<file path="config.mk">
export PLATFORM = sky130hd
export DESIGN_NAME = pcc_port
export DESIGN_NICKNAME = d
export VERILOG_FILES = /design/src/pcc_pkg.sv /design/src/pcc_port.sv
export SDC_FILE = /design/constraint.sdc
export NUM_CORES = 1
export LEC_CHECK = 0
export BUFFER_PORTS_ARGS = -buffer_cell sky130_fd_sc_hd__buf_4
export CELL_PAD_IN_SITES_DETAIL_PLACEMENT = 1
export CELL_PAD_IN_SITES_GLOBAL_PLACEMENT = 1
export CORE_MARGIN = 1.5
export CORE_UTILIZATION = 40
export CTS_BUF_LIST = sky130_fd_sc_hd__clkbuf_2 sky130_fd_sc_hd__clkbuf_4 sky130_fd_sc_hd__clkbuf_8
export DETAILED_ROUTE_END_ITERATION = 10
export PLACE_DENSITY = 0.68
export SLEW_MARGIN = 20
export SYNTH_ARGS = -nofsm -noshare
export SYNTH_HDL_FRONTEND = slang
export SYNTH_SLANG_ARGS = --single-unit
</file>
<file path="constraint.sdc">
create_clock -name clock -period 6.1 [get_ports clock]
set_clock_uncertainty 0.05 [all_clocks]
set_input_delay 0.915 -clock clock [delete_from_list [all_inputs] [get_ports clock]]
set_output_delay 0.915 -clock clock [all_outputs]
set_load 0.05 [all_outputs]
</file>
<file path="src/pcc_pkg.sv">
// package: constants and carrier types for the port classification control block
package pcc_pkg;
  localparam int unsigned CLK_HZ = 10000000;
  localparam int unsigned CLASS_PULSE_MS = 12;
  localparam int unsigned MARK_PAUSE_MS = 6;
  localparam int unsigned START_TIMER_MS = 60;
  localparam int unsigned CLASS_PULSE_CYC = CLK_HZ / 1000 * CLASS_PULSE_MS;
  localparam int unsigned MARK_PAUSE_CYC = CLK_HZ / 1000 * MARK_PAUSE_MS;
  localparam int unsigned START_TIMER_CYC = CLK_HZ / 1000 * START_TIMER_MS;
  localparam int unsigned CNT_W = 20;

  localparam logic [3:0] REG_PORT_MODE = 4'h0;
  localparam logic [3:0] REG_ENABLES = 4'h1;
  localparam logic [3:0] REG_TYPE2_MODE = 4'h2;
  localparam logic [3:0] REG_COMMAND = 4'h3;
  localparam logic [3:0] REG_PORT_STATUS = 4'h4;
  localparam logic [3:0] REG_TYPE2_STATUS = 4'h5;
  localparam logic [3:0] REG_CUT = 4'h6;
  localparam logic [3:0] REG_LIMIT = 4'h7;
  localparam logic [3:0] REG_INT_STATUS = 4'h8;
  localparam logic [3:0] REG_INT_ENABLE = 4'h9;
  localparam logic [3:0] REG_INT_CLEAR = 4'hA;

  localparam int unsigned EN_DETECT_BIT = 0;
  localparam int unsigned EN_CLASS_BIT = 1;
  localparam int unsigned EN_LEGACY_BIT = 2;
  localparam int unsigned EN_HIGH_POWER_BIT = 3;
  localparam int unsigned CMD_DETECT_BIT = 0;
  localparam int unsigned CMD_CLASS_BIT = 1;
  localparam int unsigned CMD_ON_BIT = 2;
  localparam int unsigned CMD_OFF_BIT = 3;
  localparam int unsigned IRQ_DET_BIT = 0;
  localparam int unsigned IRQ_CLASS_BIT = 1;
  localparam int unsigned IRQ_ON_BIT = 2;
  localparam int unsigned IRQ_START_FAULT_BIT = 3;

  // threshold codes, 1 lsb = 1 mA
  localparam logic [11:0] CUT_CLASS1 = 12'h070;
  localparam logic [11:0] CUT_CLASS2 = 12'h0CE;
  localparam logic [11:0] CUT_CLASS3 = 12'h177;
  localparam logic [11:0] CUT_CLASS4 = 12'h27E;
  localparam logic [11:0] LIMIT_LOW = 12'h1A9;
  localparam logic [11:0] LIMIT_HIGH = 12'h352;
  localparam logic [11:0] CUT_RESET = CUT_CLASS3;

  typedef enum logic [1:0] {PCC_SHUTDOWN, PCC_MANUAL, PCC_SEMI, PCC_AUTO} pcc_mode_t;
  typedef enum logic [2:0] {
    DET_UNKNOWN, DET_SHORT, DET_CAP_HIGH, DET_LOW, DET_GOOD, DET_HIGH, DET_OPEN, DET_VOLT
  } pcc_det_t;

  typedef enum {
    ST_IDLE, ST_DETECT, ST_CLASS1, ST_MARK, ST_CLASS2, ST_INRUSH, ST_ON
  } pcc_state_t;

  typedef struct packed {
    logic [6:0] req;
    logic [3:0] wdata_unused;
  } pcc_dummy_t;

  typedef struct packed {
    logic [3:0] addr;
    logic [15:0] wdata;
    logic wr;
    logic rd;
  } pcc_bus_t;

  // analog front end measurements
  typedef struct packed {
    logic det_done;
    pcc_det_t det_result;
    logic cap_legacy;
    logic [2:0] class_meas;
    logic over_inrush;
  } pcc_afe_t;

  typedef struct packed {
    logic det_run;
    logic class_probe;
    logic mark_probe;
    logic gate_on;
    logic inrush_limit;
    logic full_enhance;
  } pcc_drive_t;
endpackage : pcc_pkg

</file>
<file path="src/pcc_port.sv">
// module: one port's detect, classify and inrush sequencer with register file
// Overview of operation
// - legacy acceptance off at reset, host enabled
// - five classes; class 0 acts as 3
// - classify after detect, or on manual command
// - probe for pulse time, store class
// - auto mode loads thresholds from class
// - class table for cut and limit
// - no classification if pin low, shutdown, disabled
// - class 4 twice: mark, pause, reclassify, flag
// - type 2 enable bit; class 0-3 skips second
// - auto: power unless class 4 then lower
// - result holds last pulse; flag marks second
// - thresholds writable while powered
// - powered as type 1 for link negotiation
// - turn on: gate ramp, inrush limit, timer
// - inrush lasts timer; full enhancement from second inrush cycle unless above inrush
// - still above inrush at expiry: off, fault
// - semi high power: bad detect gives fault
module pcc_port
  import pcc_pkg::*;
(
  input wire logic clock,
  input wire logic nrst,
  input wire logic auto_pin,
  input pcc_pkg::pcc_bus_t bus,
  output logic [15:0] rdata,
  input pcc_pkg::pcc_afe_t afe,
  output pcc_pkg::pcc_drive_t drive,
  output logic [11:0] overcurrent_cut_threshold,
  output logic [11:0] current_limit_threshold,
  output logic irq
);
  typedef struct packed {
    logic auto_pin_s1;
    logic auto_pin_s2;
    logic auto_latched;
    logic latch_done;
    logic [1:0] latch_cnt;
    logic det_done_s1;
    logic det_done_s2;
    logic det_done_p;
    pcc_afe_t afe_s1;
    pcc_afe_t afe_s2;
    pcc_state_t state;
    logic [CNT_W-1:0] cnt;
    pcc_mode_t mode;
    logic [3:0] enables;
    logic type2_en;
    pcc_det_t det_status;
    logic [2:0] class_result;
    logic first_was_4;
    logic second_run;
    logic [11:0] cut;
    logic [11:0] limit;
    logic [3:0] int_status;
    logic [3:0] int_enable;
    logic [15:0] rdata;
    pcc_drive_t drive;
    logic irq;
  } pcc_regs_t;

  pcc_regs_t q, d;

  // class 0 carries no signature and is handled as class 3
  function automatic logic [2:0] class_eff(input logic [2:0] c);
    class_eff = (c == 3'h0) ? 3'h3 : c;
  endfunction : class_eff

  function automatic logic [11:0] cut_for(input logic [2:0] c);
    unique case (class_eff(c))
      3'h1: cut_for = CUT_CLASS1;
      3'h2: cut_for = CUT_CLASS2;
      3'h4: cut_for = CUT_CLASS4;
      default: cut_for = CUT_CLASS3;
    endcase
  endfunction : cut_for

  function automatic logic load(input logic [CNT_W-1:0] c);
    load = (c == '0);
  endfunction : load

  logic class_allowed;
  logic det_ok;
  logic [3:0] ev;
  logic [3:0] cmd;

  always_comb
  begin
    d = q;
    ev = 4'h0;
    cmd = 4'h0;
    // class logic disabled by strap, shutdown or enable bit
    class_allowed = q.auto_latched && (q.mode != PCC_SHUTDOWN)
                    && q.enables[EN_CLASS_BIT];
    det_ok = (q.afe_s2.det_result == DET_GOOD)
             || (q.enables[EN_LEGACY_BIT] && q.afe_s2.cap_legacy);
    d.auto_pin_s1 = auto_pin;
    d.auto_pin_s2 = q.auto_pin_s1;
    // strap taken once after reset release; later changes need a reset
    // wait until the second sync stage holds the pin, not its reset value
    if (!q.latch_done)
    begin
      if (q.latch_cnt == 2'h2)
      begin
        d.auto_latched = q.auto_pin_s2;
        d.latch_done = 1'b1;
      end
      else
        d.latch_cnt = q.latch_cnt + 2'h1;
    end
    d.afe_s1 = afe;
    d.afe_s2 = q.afe_s1;
    d.det_done_s1 = q.afe_s2.det_done;
    d.det_done_p = q.afe_s2.det_done && !q.det_done_s1;
    d.det_done_s2 = q.det_done_s1;
    d.rdata = 16'h0000;
    if (bus.wr)
    begin
      unique case (bus.addr)
        REG_PORT_MODE: d.mode = pcc_mode_t'(bus.wdata[1:0]);
        REG_ENABLES: d.enables = bus.wdata[3:0];
        REG_TYPE2_MODE: d.type2_en = bus.wdata[0];
        REG_COMMAND: cmd = bus.wdata[3:0];
        REG_CUT: d.cut = bus.wdata[11:0];
        REG_LIMIT: d.limit = bus.wdata[11:0];
        REG_INT_ENABLE: d.int_enable = bus.wdata[3:0];
        default: ;
      endcase
    end
    if (bus.rd)
    begin
      unique case (bus.addr)
        REG_PORT_MODE: d.rdata = {14'h0000, q.mode};
        REG_ENABLES: d.rdata = {12'h000, q.enables};
        REG_TYPE2_MODE: d.rdata = {15'h0000, q.type2_en};
        REG_PORT_STATUS: d.rdata = {9'h000, q.class_result, 1'b0, q.det_status};
        REG_TYPE2_STATUS: d.rdata = {15'h0000, q.second_run};
        REG_CUT: d.rdata = {4'h0, q.cut};
        REG_LIMIT: d.rdata = {4'h0, q.limit};
        REG_INT_STATUS: d.rdata = {12'h000, q.int_status};
        REG_INT_ENABLE: d.rdata = {12'h000, q.int_enable};
        default: d.rdata = 16'h0000;
      endcase
    end
    if (q.cnt != '0)
      d.cnt = q.cnt - 1'b1;
    unique case (q.state)
      ST_IDLE:
      begin
        if (q.mode == PCC_SHUTDOWN || (q.mode == PCC_AUTO && !q.auto_latched))
          d.state = ST_IDLE;
        else if (cmd[CMD_ON_BIT] && q.mode != PCC_AUTO)
        begin
          // semi mode with high power refuses to power a bad detect
          if (q.mode == PCC_SEMI && q.enables[EN_HIGH_POWER_BIT]
              && q.det_status != DET_GOOD)
            ev[IRQ_START_FAULT_BIT] = 1'b1;
          else
          begin
            d.state = ST_INRUSH;
            d.cnt = CNT_W'(START_TIMER_CYC);
          end
        end
        else if (cmd[CMD_CLASS_BIT] && q.mode == PCC_MANUAL && class_allowed)
        begin
          d.state = ST_CLASS1;
          d.cnt = CNT_W'(CLASS_PULSE_CYC);
        end
        else if (q.enables[EN_DETECT_BIT]
                 && (q.mode != PCC_MANUAL || cmd[CMD_DETECT_BIT]))
          d.state = ST_DETECT;
      end
      ST_DETECT:
      begin
        if (q.det_done_p)
        begin
          ev[IRQ_DET_BIT] = 1'b1;
          d.det_status = det_ok ? DET_GOOD : q.afe_s2.det_result;
          d.second_run = 1'b0;
          d.first_was_4 = 1'b0;
          if (det_ok && class_allowed && q.mode != PCC_MANUAL)
          begin
            d.state = ST_CLASS1;
            d.cnt = CNT_W'(CLASS_PULSE_CYC);
          end
          else if (det_ok && q.mode == PCC_AUTO)
          begin
            d.state = ST_INRUSH;
            d.cnt = CNT_W'(START_TIMER_CYC);
          end
          else
            d.state = ST_IDLE;
        end
      end
      ST_CLASS1, ST_CLASS2:
      begin
        if (load(q.cnt))
        begin
          ev[IRQ_CLASS_BIT] = 1'b1;
          d.class_result = q.afe_s2.class_meas;
          if (q.state == ST_CLASS1 && q.afe_s2.class_meas == 3'h4 && q.type2_en)
          begin
            d.first_was_4 = 1'b1;
            d.second_run = 1'b1;
            d.state = ST_MARK;
            d.cnt = CNT_W'(MARK_PAUSE_CYC);
          end
          else if (q.mode == PCC_AUTO)
          begin
            d.cut = cut_for(q.afe_s2.class_meas);
            d.limit = (class_eff(q.afe_s2.class_meas) == 3'h4) ? LIMIT_HIGH : LIMIT_LOW;
            // class 4 then lower is not a type 2 signature
            if (q.first_was_4 && q.afe_s2.class_meas != 3'h4)
              d.state = ST_DETECT;
            else
            begin
              d.state = ST_INRUSH;
              d.cnt = CNT_W'(START_TIMER_CYC);
            end
          end
          else
            d.state = ST_IDLE;
        end
      end
      ST_MARK:
      begin
        if (load(q.cnt))
        begin
          d.state = ST_CLASS2;
          d.cnt = CNT_W'(CLASS_PULSE_CYC);
        end
      end
      ST_INRUSH:
      begin
        if (cmd[CMD_OFF_BIT])
          d.state = ST_IDLE;
        else if (load(q.cnt))
        begin
          if (q.afe_s2.over_inrush)
          begin
            ev[IRQ_START_FAULT_BIT] = 1'b1;
            d.state = ST_IDLE;
          end
          else
          begin
            ev[IRQ_ON_BIT] = 1'b1;
            d.state = ST_ON;
          end
        end
      end
      ST_ON:
      begin
        if (cmd[CMD_OFF_BIT])
          d.state = ST_IDLE;
      end
    endcase
    // limit returns to the low level whenever the port turns off
    if (d.state == ST_IDLE && (q.state == ST_INRUSH || q.state == ST_ON))
      d.limit = LIMIT_LOW;
    d.drive.det_run = (d.state == ST_DETECT);
    d.drive.class_probe = (d.state == ST_CLASS1) || (d.state == ST_CLASS2);
    d.drive.mark_probe = (d.state == ST_MARK);
    d.drive.gate_on = (d.state == ST_INRUSH) || (d.state == ST_ON);
    d.drive.inrush_limit = (d.state == ST_INRUSH);
    d.drive.full_enhance = (d.state == ST_ON)
                           || (d.state == ST_INRUSH && q.state == ST_INRUSH
                               && !q.afe_s2.over_inrush);
    // a new event wins over a clear in the same cycle
    d.int_status = (q.int_status & ~((bus.wr && bus.addr == REG_INT_CLEAR)
                   ? bus.wdata[3:0] : 4'h0)) | ev;
    d.irq = |(d.int_status & d.int_enable);
  end

  always_ff @(posedge clock or negedge nrst)
  begin
    if (!nrst)
    begin
      q <= '0;
      q.state <= ST_IDLE;
      q.mode <= PCC_SHUTDOWN;
      q.enables <= 4'h0;
      q.cut <= CUT_RESET;
      q.limit <= LIMIT_LOW;
      q.det_status <= DET_UNKNOWN;
    end
    else
      q <= d;
  end

  assign rdata = q.rdata;
  assign drive = q.drive;
  assign overcurrent_cut_threshold = q.cut;
  assign current_limit_threshold = q.limit;
  assign irq = q.irq;
endmodule : pcc_port

</file>
==> results.md, run 1 <==
* Outcome: complete, no violations
* Via density at 5.56
* RSZ-0062 raised after global routing: false
* Worst hold path class: flip-flop to flip-flop
* Setup Buffers After CTS at 0
* Final GP Congestion at 0.847
* DRT Pass-1 Iters at 5
* Clock Latency Late Sink at 450 ps
* Seq/Total Area, Yosys at 0.496
* Leak at 3.48 nW
* Initial drt markers at 227
* CTS tree: yes
* Vias at 5,432
* Clk sink count at 143
* Ports at 81
* WS Path Type: flip-flop to flip-flop
* Worst-path clk slew at 90 ps
* Mean Syn Cell Area at 10.1 um2
* Die width at 138 um
* Dpl hpwl at 13,800 um
* Synth top area share at 0.453
* Diode count at 0
* Commonest non-fill, non-tap cell in the layout: dfrtp_1
* Primary FF master, synth: dfrtp_1
* Critical path peak fanout at 13
* Critical Path Start Type: flip-flop
* Largest net degree at the start of global routing at 92
* Core area at 0.0178 mm2
* Total track usage at 0.214
* Initial antenna violation count at 0
* Wirelength, routed at 18,900 um
* Synthesis Warnings at 0
* Post-CTS resize count at 0
* CTS Hold Bufs at 0
* Post-synthesis async set-or-reset flop share at 1.00
* Crit path DAT at 4030 ps
* Largest area contributor in the netlist: dfrtp_1
* Power per cell area at 416 mW/mm2
* Vias in the first global route at 5,851
* Chip Height at 138 um
* Endpoint, Worst Hold: q[129]
* GRT overflow at 0
* Post-Syn Instances at 718
* Cell area after synthesis at 0.00724 mm2
* Final min period at 3720 ps
* Row cnt at 49
* CTS root buffer: clkbuf_8
* Worst Path Required at 6410 ps
* Global-route wire length before repair at 31,000 um
* R2R Path Start: q[79]
* Endpoint class of the critical path: flip-flop
* PortBufs at 72
* Min-delay src: d[129]
* Clock buffer depth at 2
* CTS Buf Count at 17
* MaxCap Viol Count at 0
* R2r setup slk at 2380 ps
* R2r endpoint: drive[4]
* Final Max Slew Viols at 0
* Placed instance count at 945
* Starting density of the core at 0.406
* Peak Freq at 0.269 GHz
* NumNets Final at 772
* Total negative slack at 0 ps
* Reg2reg path depth at 8
* Post-route ant nets at 0
* Share of layout cells above drive strength 1 at 0.213
* Final Cycle Share at 0.609
* Slew margin rel. at 0.321
* Hold Violations, Final at 0
* Worst-Margin Slew at 1010 ps
* Hold Crit Depth at 0
* Die ar. at 0.0189 mm2
* Final setup violation count at 0
* Most frequent cells in the layout: 131 x dfrtp_1, 74 x buf_4, 66 x nand2_1
* Yosys reg bits at 143
* Synth unique cells at 71
* P&R area growth vs syn at 10.8%
* WL/cell at 19.4 um
* Worst vdd ir at 0.000314 V
* Final cell count without fillers at 977
* H-tree depth at 4
* DRC errors left at 0
* Ranking of synthesized cells by area: dfrtp_1 45%, buf_4 4.8%, dfstp_2 4.4%
* Post-synth EDFFs at 0
==> how the worst max path moves through the flow <==
stage | slack (ps) | start | endpoint
final | 2380 | q[79] | drive[4]
after global routing | 2250 | q[79] | drive[4]
after CTS | 2390 | q[79] | drive[4]
after detailed placement | 2400 | bus[21] | drive[4]
after global placement | 2300 | bus[21] | drive[4]
after floorplan | 2990 | bus[21] | drive[4]
==> cell families (layout without fill, tap and decap cells) <==
kind of cell	after synthesis	count (layout)	synth area share
adder cells (fa/ha/maj)	3	3	0.00519
flip-flops	143	143	0.496
AO/OA/AOI/OAI	118	118	0.114
multiplexers	51	51	0.0743
AND/OR/NAND/NOR	301	301	0.221
other	1	4	0.000518
XOR/XNOR	16	16	0.0194
buffers and inverters	85	112	0.0686
==> critical path: stages, from the launching register on <==
cell and delay, ps:
dfrtp_1 440, or4_1 620, or4_1 670, nor2_4 310
inv_2 210, or4_4 610, a41oi_4 380, o21ai_2 100
a221oi_2 230
==> per-layer routing <==
metal	track usage	part of all wire
met1	0.275	0.45
met2	0.364	0.49
met3	0.0372	0.040
met4	0.0766	0.017
met5	0	0
==> flip-flops by register name, indices dropped and copies added, names as in the netlist <==
| name | cells |
|---|---|
| q | 88 |
| current_limit_threshold | 12 |
| d | 12 |
| overcurrent_cut_threshold | 12 |
| rdata | 12 |
| drive | 6 |
| irq | 1 |
==> report_power, final <==
group | switching [mW] | total [mW] | internal, mW | leakage, nW
clock | 0.372 | 0.737 | 0.366 | 0.184
sequential | 0.192 | 1.33 | 1.14 | 1.79
combinational | 0.815 | 1.27 | 0.455 | 1.50
total | 1.38 | 3.33 | 1.96 | 3.48
==> cell usage after synthesis (3+ instances only) <==
cell	number
dfrtp_1	131
nand2_1	66
nor2_1	60
buf_4	46
and2_1	35
a21oi_1	29
mux2i_1	29
clkbuf_1	27
o21ai_0	23
mux2_2	22
nor3_1	20
nand3_1	19
dfstp_2	12
or3_1	12
and3_1	11
nor2b_1	11
nor4_1	11
xnor2_1	11
nand4_1	8
nor3b_1	8
a211oi_1	6
nand2b_1	6
or4_1	6
a22oi_1	5
nand3b_1	5
o2111ai_1	5
xor2_1	5
buf_2	4
inv_1	4
o211ai_1	4
o21bai_1	4
o31a_1	4
or2_2	4
or3b_2	4
a21o_1	3
and2_0	3
buf_1	3
ha_1	3
o2111a_1	3
o21a_1	3
==> cell type report <==
cell class | count | area, um2
clock buffer | 18 | 241
clock inverter | 14 | 144
fill | 1989 | 9820
inverter | 5 | 18.8
multi-input combinational | 493 | 3170
sequential | 143 | 3590
tap | 229 | 287
timing repair buffer | 75 | 567
==> stage by stage <==
step	util	setup WS (ps)	instance area, um2	hold slack [ps]	power [mW]
2_1_floorplan	-	2990	7250	281	2.31
3_3_place_gp	0.428	2300	7630	283	2.56
3_5_place_dp	0.428	2400	7630	287	2.61
4_1_cts	0.449	2390	8020	306	3.35
5_1_grt	0.449	2250	8020	313	3.53
6_report	0.449	2380	8020	299	3.33
Power figures use the tool's default switching activity.
==> run 2, diff against run 1 <==
--- a/config.mk
+++ b/config.mk
@@ -12,7 +12,7 @@
 export CORE_UTILIZATION = 40
 export CTS_BUF_LIST = sky130_fd_sc_hd__clkbuf_2 sky130_fd_sc_hd__clkbuf_4 sky130_fd_sc_hd__clkbuf_8
 export DETAILED_ROUTE_END_ITERATION = 10
-export PLACE_DENSITY = 0.68
+export PLACE_DENSITY = 0.71
 export SLEW_MARGIN = 20
 export SYNTH_ARGS = -nofsm -noshare
 export SYNTH_HDL_FRONTEND = slang
==> constraint.sdc (replaced) <==
create_clock -name clock -period 3.05 [get_ports clock]
set_clock_uncertainty 0.05 [all_clocks]
set_input_delay 0.4575 -clock clock [delete_from_list [all_inputs] [get_ports clock]]
set_output_delay 0.4575 -clock clock [all_outputs]
set_load 0.05 [all_outputs]
==> run 2 against run 1 <==
Effect of this change:
- the flow now finishes with violations (hold timing, setup timing)
- design area up 6.6%
- cell count up 5.0%
- clock-buffer cell count up 6
- register-to-register slack worse by 2500 ps
- global-route usage up 1.0 points
- critical endpoint is now drive[2]
==> results.md, run 2 (same netlist as run 1, synthesis figures left out) <==
* Metal3 WL at 802 um
* Diode count at 0
* DRC errors left at 0
* R2r endpoint: drive[2]
* Clock Latency Late Sink at 470 ps
* Dpl hpwl at 14,500 um
* CTS tree: yes
* Final Max Slew Viols at 0
* H-tree depth at 4
* Most flops, register: q
* Die ar. at 0.0189 mm2
* Row cnt at 49
* R2r setup slk at -130 ps
* Share of layout cells above drive strength 1 at 0.272
* Peak Freq at 0.315 GHz
* CTS Buf Count at 17
* Chip Height at 138 um
* Worst hold path class: input pin to async pin
* Via density at 5.54
* GRT overflow at 0
* Critical path peak fanout at 6
* Utilization after layout at 0.479
* Post-route ant nets at 0
* Starting density of the core at 0.406
* Final GP Congestion at 0.904
* Multi-input gate area at 0.00321 mm2
* CTS root buffer: clkbuf_8
* Die width at 138 um
* Initial drt markers at 263
* M1 WL at 8770 um
* NumNets Final at 821
* Max reg flops at 88
* Worst hold slack at -4.18 ps
* Reg2reg path depth at 10
* Worst Path Required at 3400 ps
* Worst-Margin Slew at 835 ps
* Endpoint class of the critical path: flip-flop
* Fillers at 1,984
* WL met2 at 9760 um
* Power per cell area at 856 mW/mm2
* DRT Pass-1 Iters at 4
* Wirelength, routed at 19,700 um
* CTS Hold Bufs at 0
* Vias at 5,681
* Leak at 3.79 nW
* Failing checks: hold timing, setup timing
* Clk sink count at 143
* WL/cell at 19.2 um
* Commonest non-fill, non-tap cell in the layout: dfrtp_1
* Worst Slack Setup Final at -127 ps
* Worst vdd ir at 0.000594 V
* Most frequent cells in the layout: 131 x dfrtp_1, 118 x buf_4, 66 x nand2_1
* Vias in the first global route at 6,197
* MaxCap Viol Count at 0
* Total track usage at 0.224
* Critical Path Start Type: flip-flop
* Largest net degree at the start of global routing at 94
* Final setup violation count at 5
* Register Area at 0.00359 mm2
* Core area at 0.0178 mm2
* Global-route wire length before repair at 32,200 um
* Outcome: finished with violations
* WS Path Type: flip-flop to flip-flop
* Initial antenna violation count at 0
* R2R Path Start: q[70]
* Hold Violations, Final at 1
* P&R area growth vs syn at 18.1%
* PortBufs at 72
* DR top layer: met4
* Clock buffer depth at 2
* Crit path DAT at 3530 ps
* RSZ-0062 raised after global routing: true
* Pre-CTS WS at -206 ps
* Slew margin rel. at 0.444
* Final Cycle Share at 1.04
* Worst-path clk slew at 80 ps
* Final min period at 3180 ps
* Ports at 81
==> run 2: what timing repair did <==
item,in CTS,in global routing
setup buffers,0,6
gates resized for setup,2,13
pin swaps,2,10
endpoints found under the setup margin,26,21
==> run 2: metrics by stage <==
step	area, um2	instances	hold WS [ps]	TNS (ps)	power [mW]
2_1_floorplan	7250	721	112	0	4.62
3_3_place_gp	7980	989	283	-52.2	5.30
3_5_place_dp	7980	989	286	-1730	5.42
4_1_cts	8460	1021	15.3	-43.2	7.22
5_1_grt	8550	1026	13.6	-1150	7.74
6_report	8550	1026	-4.18	-416	7.31
==> run 2: worst max path at each step <==
stage | from | to | slack [ps]
2_1_floorplan | q[75] | drive[4] | 80
3_3_place_gp | q[70] | drive[4] | -40
3_5_place_dp | q[70] | drive[4] | -210
4_1_cts | q[70] | drive[4] | -40
5_1_grt | q[70] | drive[2] | -170
6_report | q[70] | drive[2] | -130
==> run 2: final cells by class <==
type / instances / area share
clock buffers: 24 / 0.0379
clock inverters: 8 / 0.0176
inverters: 5 / 0.00220
multi-input cells: 493 / 0.376
flip-flops and latches: 143 / 0.420
well taps: 229 / 0.0335
repair buffers: 124 / 0.113
==> run 2: worst max-delay path, stage by stage (launching register included) <==
cell and delay [ps]:
dfrtp_1 400, inv_2 80, ha_4 130, or3b_4 380, or4_4 590, o311a_1 390, nor3_2 220, a41oi_4 230
buf_6 180, or3_4 330, a21oi_2 130
==> run 2: power by group <==
| group | switching, mW | internal (mW) |
|---|---|---|
| clock | 0.738 | 1.03 |
| sequential | 0.373 | 2.27 |
| combinational | 1.75 | 1.15 |
| total | 2.86 | 4.45 |
==> run 2: layer usage <==
| layer | global-route usage | vias to the layer above |
|---|---|---|
| met5 | 0 | - |
| met4 | 0.0830 | 0 |
| met3 | 0.0416 | 23 |
| met2 | 0.381 | 108 |
| met1 | 0.285 | 2905 |
| li1 | - | 2645 |
==> run 3, diff against run 2 <==
--- a/config.mk
+++ b/config.mk
@@ -13,6 +13,7 @@
 export CTS_BUF_LIST = sky130_fd_sc_hd__clkbuf_2 sky130_fd_sc_hd__clkbuf_4 sky130_fd_sc_hd__clkbuf_8
 export DETAILED_ROUTE_END_ITERATION = 10
 export PLACE_DENSITY = 0.71
+export SKIP_CTS_REPAIR_TIMING = 1
 export SLEW_MARGIN = 20
 export SYNTH_ARGS = -nofsm -noshare
 export SYNTH_HDL_FRONTEND = slang
==> run 3 against run 2 <==
Effect of this change:
- the flow still finishes with violations (hold timing, setup timing)
- critical path depth is 1 higher
- clock-buffer cell count stayed put
- non-clock buffer count stayed put
- cell count stayed put
- sequential cell count stayed put
- critical endpoint is now drive[0]
- largest power group unchanged
==> results.md, run 3 (same netlist as run 1, synthesis figures left out) <==
* PortBufs at 72
* DRT Pass-1 Iters at 5
* Post-route ant nets at 0
* WS Path Type: flip-flop to flip-flop
* Worst-path clk slew at 80 ps
* Critical Path Start Type: flip-flop
* DRC errors left at 0
* Diode count at 0
* Clock Latency Late Sink at 460 ps
* Worst hold slack at -4.31 ps
* Worst vdd ir at 0.000592 V
* Total track usage at 0.224
* Power Total at 7.24 mW
* Worst hold path class: input pin to async pin
* Switching Share at 0.391
* Final Cycle Share at 1.00
* Vias at 5,702
* Worst Slack Setup Final at -7.64 ps
* Clock power frac at 0.245
* Power per cell area at 850 mW/mm2
* Internal power component at 4.41 mW
* Vias in the first global route at 6,183
* Final GP Congestion at 0.904
* Pre-CTS WS at -206 ps
* Worst-Margin Slew at 834 ps
* NumNets Final at 821
* Die width at 138 um
* Final Max Slew Viols at 0
* Endpoint class of the critical path: flip-flop
* Share of layout cells above drive strength 1 at 0.269
* Wirelength, routed at 19,700 um
* H-tree depth at 4
* Crit path DAT at 3350 ps
* Chip Height at 138 um
* Final min period at 3060 ps
* WL/cell at 19.2 um
* Comb power frac at 0.390
* Hold Violations, Final at 1
* CTS tree: yes
* Dpl hpwl at 14,500 um
* Most frequent cells in the layout: 131 x dfrtp_1, 120 x buf_4, 66 x nand2_1
* Total negative slack at -7.64 ps
* Clk sink count at 143
* Most flops, register: q
* Final setup violation count at 1
* GRT overflow at 0
* Clock buffer depth at 2
* RSZ-0062 raised after global routing: true
* CTS Buf Count at 17
* Peak Freq at 0.327 GHz
* Initial drt markers at 301
* Worst Path Required at 3340 ps
* Starting density of the core at 0.406
* Row cnt at 49
* Commonest non-fill, non-tap cell in the layout: dfrtp_1
* Sequential share of power at 0.365
* Largest net degree at the start of global routing at 94
* Die ar. at 0.0189 mm2
* Design area at 0.00852 mm2
* Critical path peak fanout at 7
* Leak at 3.79 nW
* Global-route wire length before repair at 32,200 um
* CTS root buffer: clkbuf_8
* Max reg flops at 88
* Via density at 5.56
* Utilization after layout at 0.478
* Sw Pwr at 2.83 mW
* Outcome: finished with violations
* Initial antenna violation count at 0
* P&R area growth vs syn at 17.8%
* Slew margin rel. at 0.444
* Ports at 81
* Placed cell areas at 0.00798 mm2
* Core area at 0.0178 mm2
* MaxCap Viol Count at 0
* Failing checks: hold timing, setup timing
run 3: final timing paths:
path	slack, ps	from	endpoint	cells past startpoint
max	-8	q[70]	drive[0]	11
min	-4	nrst	rdata[11]	1
max reg2reg	-8	q[70]	drive[0]	11
min reg2reg	300	d[129]	q[129]	0
max in group asynchronous	2040	nrst	q[71]	2
min in group clock	40	afe[0]	d[122]	1
run 3: critical path, cell delays in order, from the launching register on:
cell	delay (ps)
dfrtp_1	400
inv_2	80
ha_4	130
or3b_4	380
or4_4	590
nor2_4	140
inv_2	50
or4_4	510
a41oi_4	280
buf_4	170
buf_4	100
o32ai_1	50
run 3: metrics by stage:
stage,hold slack [ps],instances
after CTS,15.3,1021
after floorplan,112,721
after global placement,283,989
after global routing,13.6,1026
final,-4.31,1026
after detailed placement,286,989
run 3: area by class of cell:
type | instances | area (um2)
sequential | 143 | 3590
tap | 229 | 287
inverter | 5 | 18.8
multi-input combinational | 493 | 3200
clock inverter | 8 | 150
fill | 1989 | 9320
timing repair buffer | 124 | 955
clock buffer | 24 | 324
run 3: power groups by stage:
stage	Sequential (mW)	Combinational [mW]	Clock, mW
floorplan	2.50	2.12	0
global placement	2.64	2.66	0
detailed placement	2.67	2.76	0
CTS	2.63	2.77	1.82
global route	2.69	3.08	1.89
finish	2.65	2.82	1.77
run 3: routing by layer:
metal  GRT usage  vias to the layer above  part of all wire
met4      0.0830                        0             0.018
met5           0                        -                 0
met3      0.0416                       25             0.038
li1            -                     2650                 -
met2       0.379                      121              0.49
met1       0.285                     2906              0.45
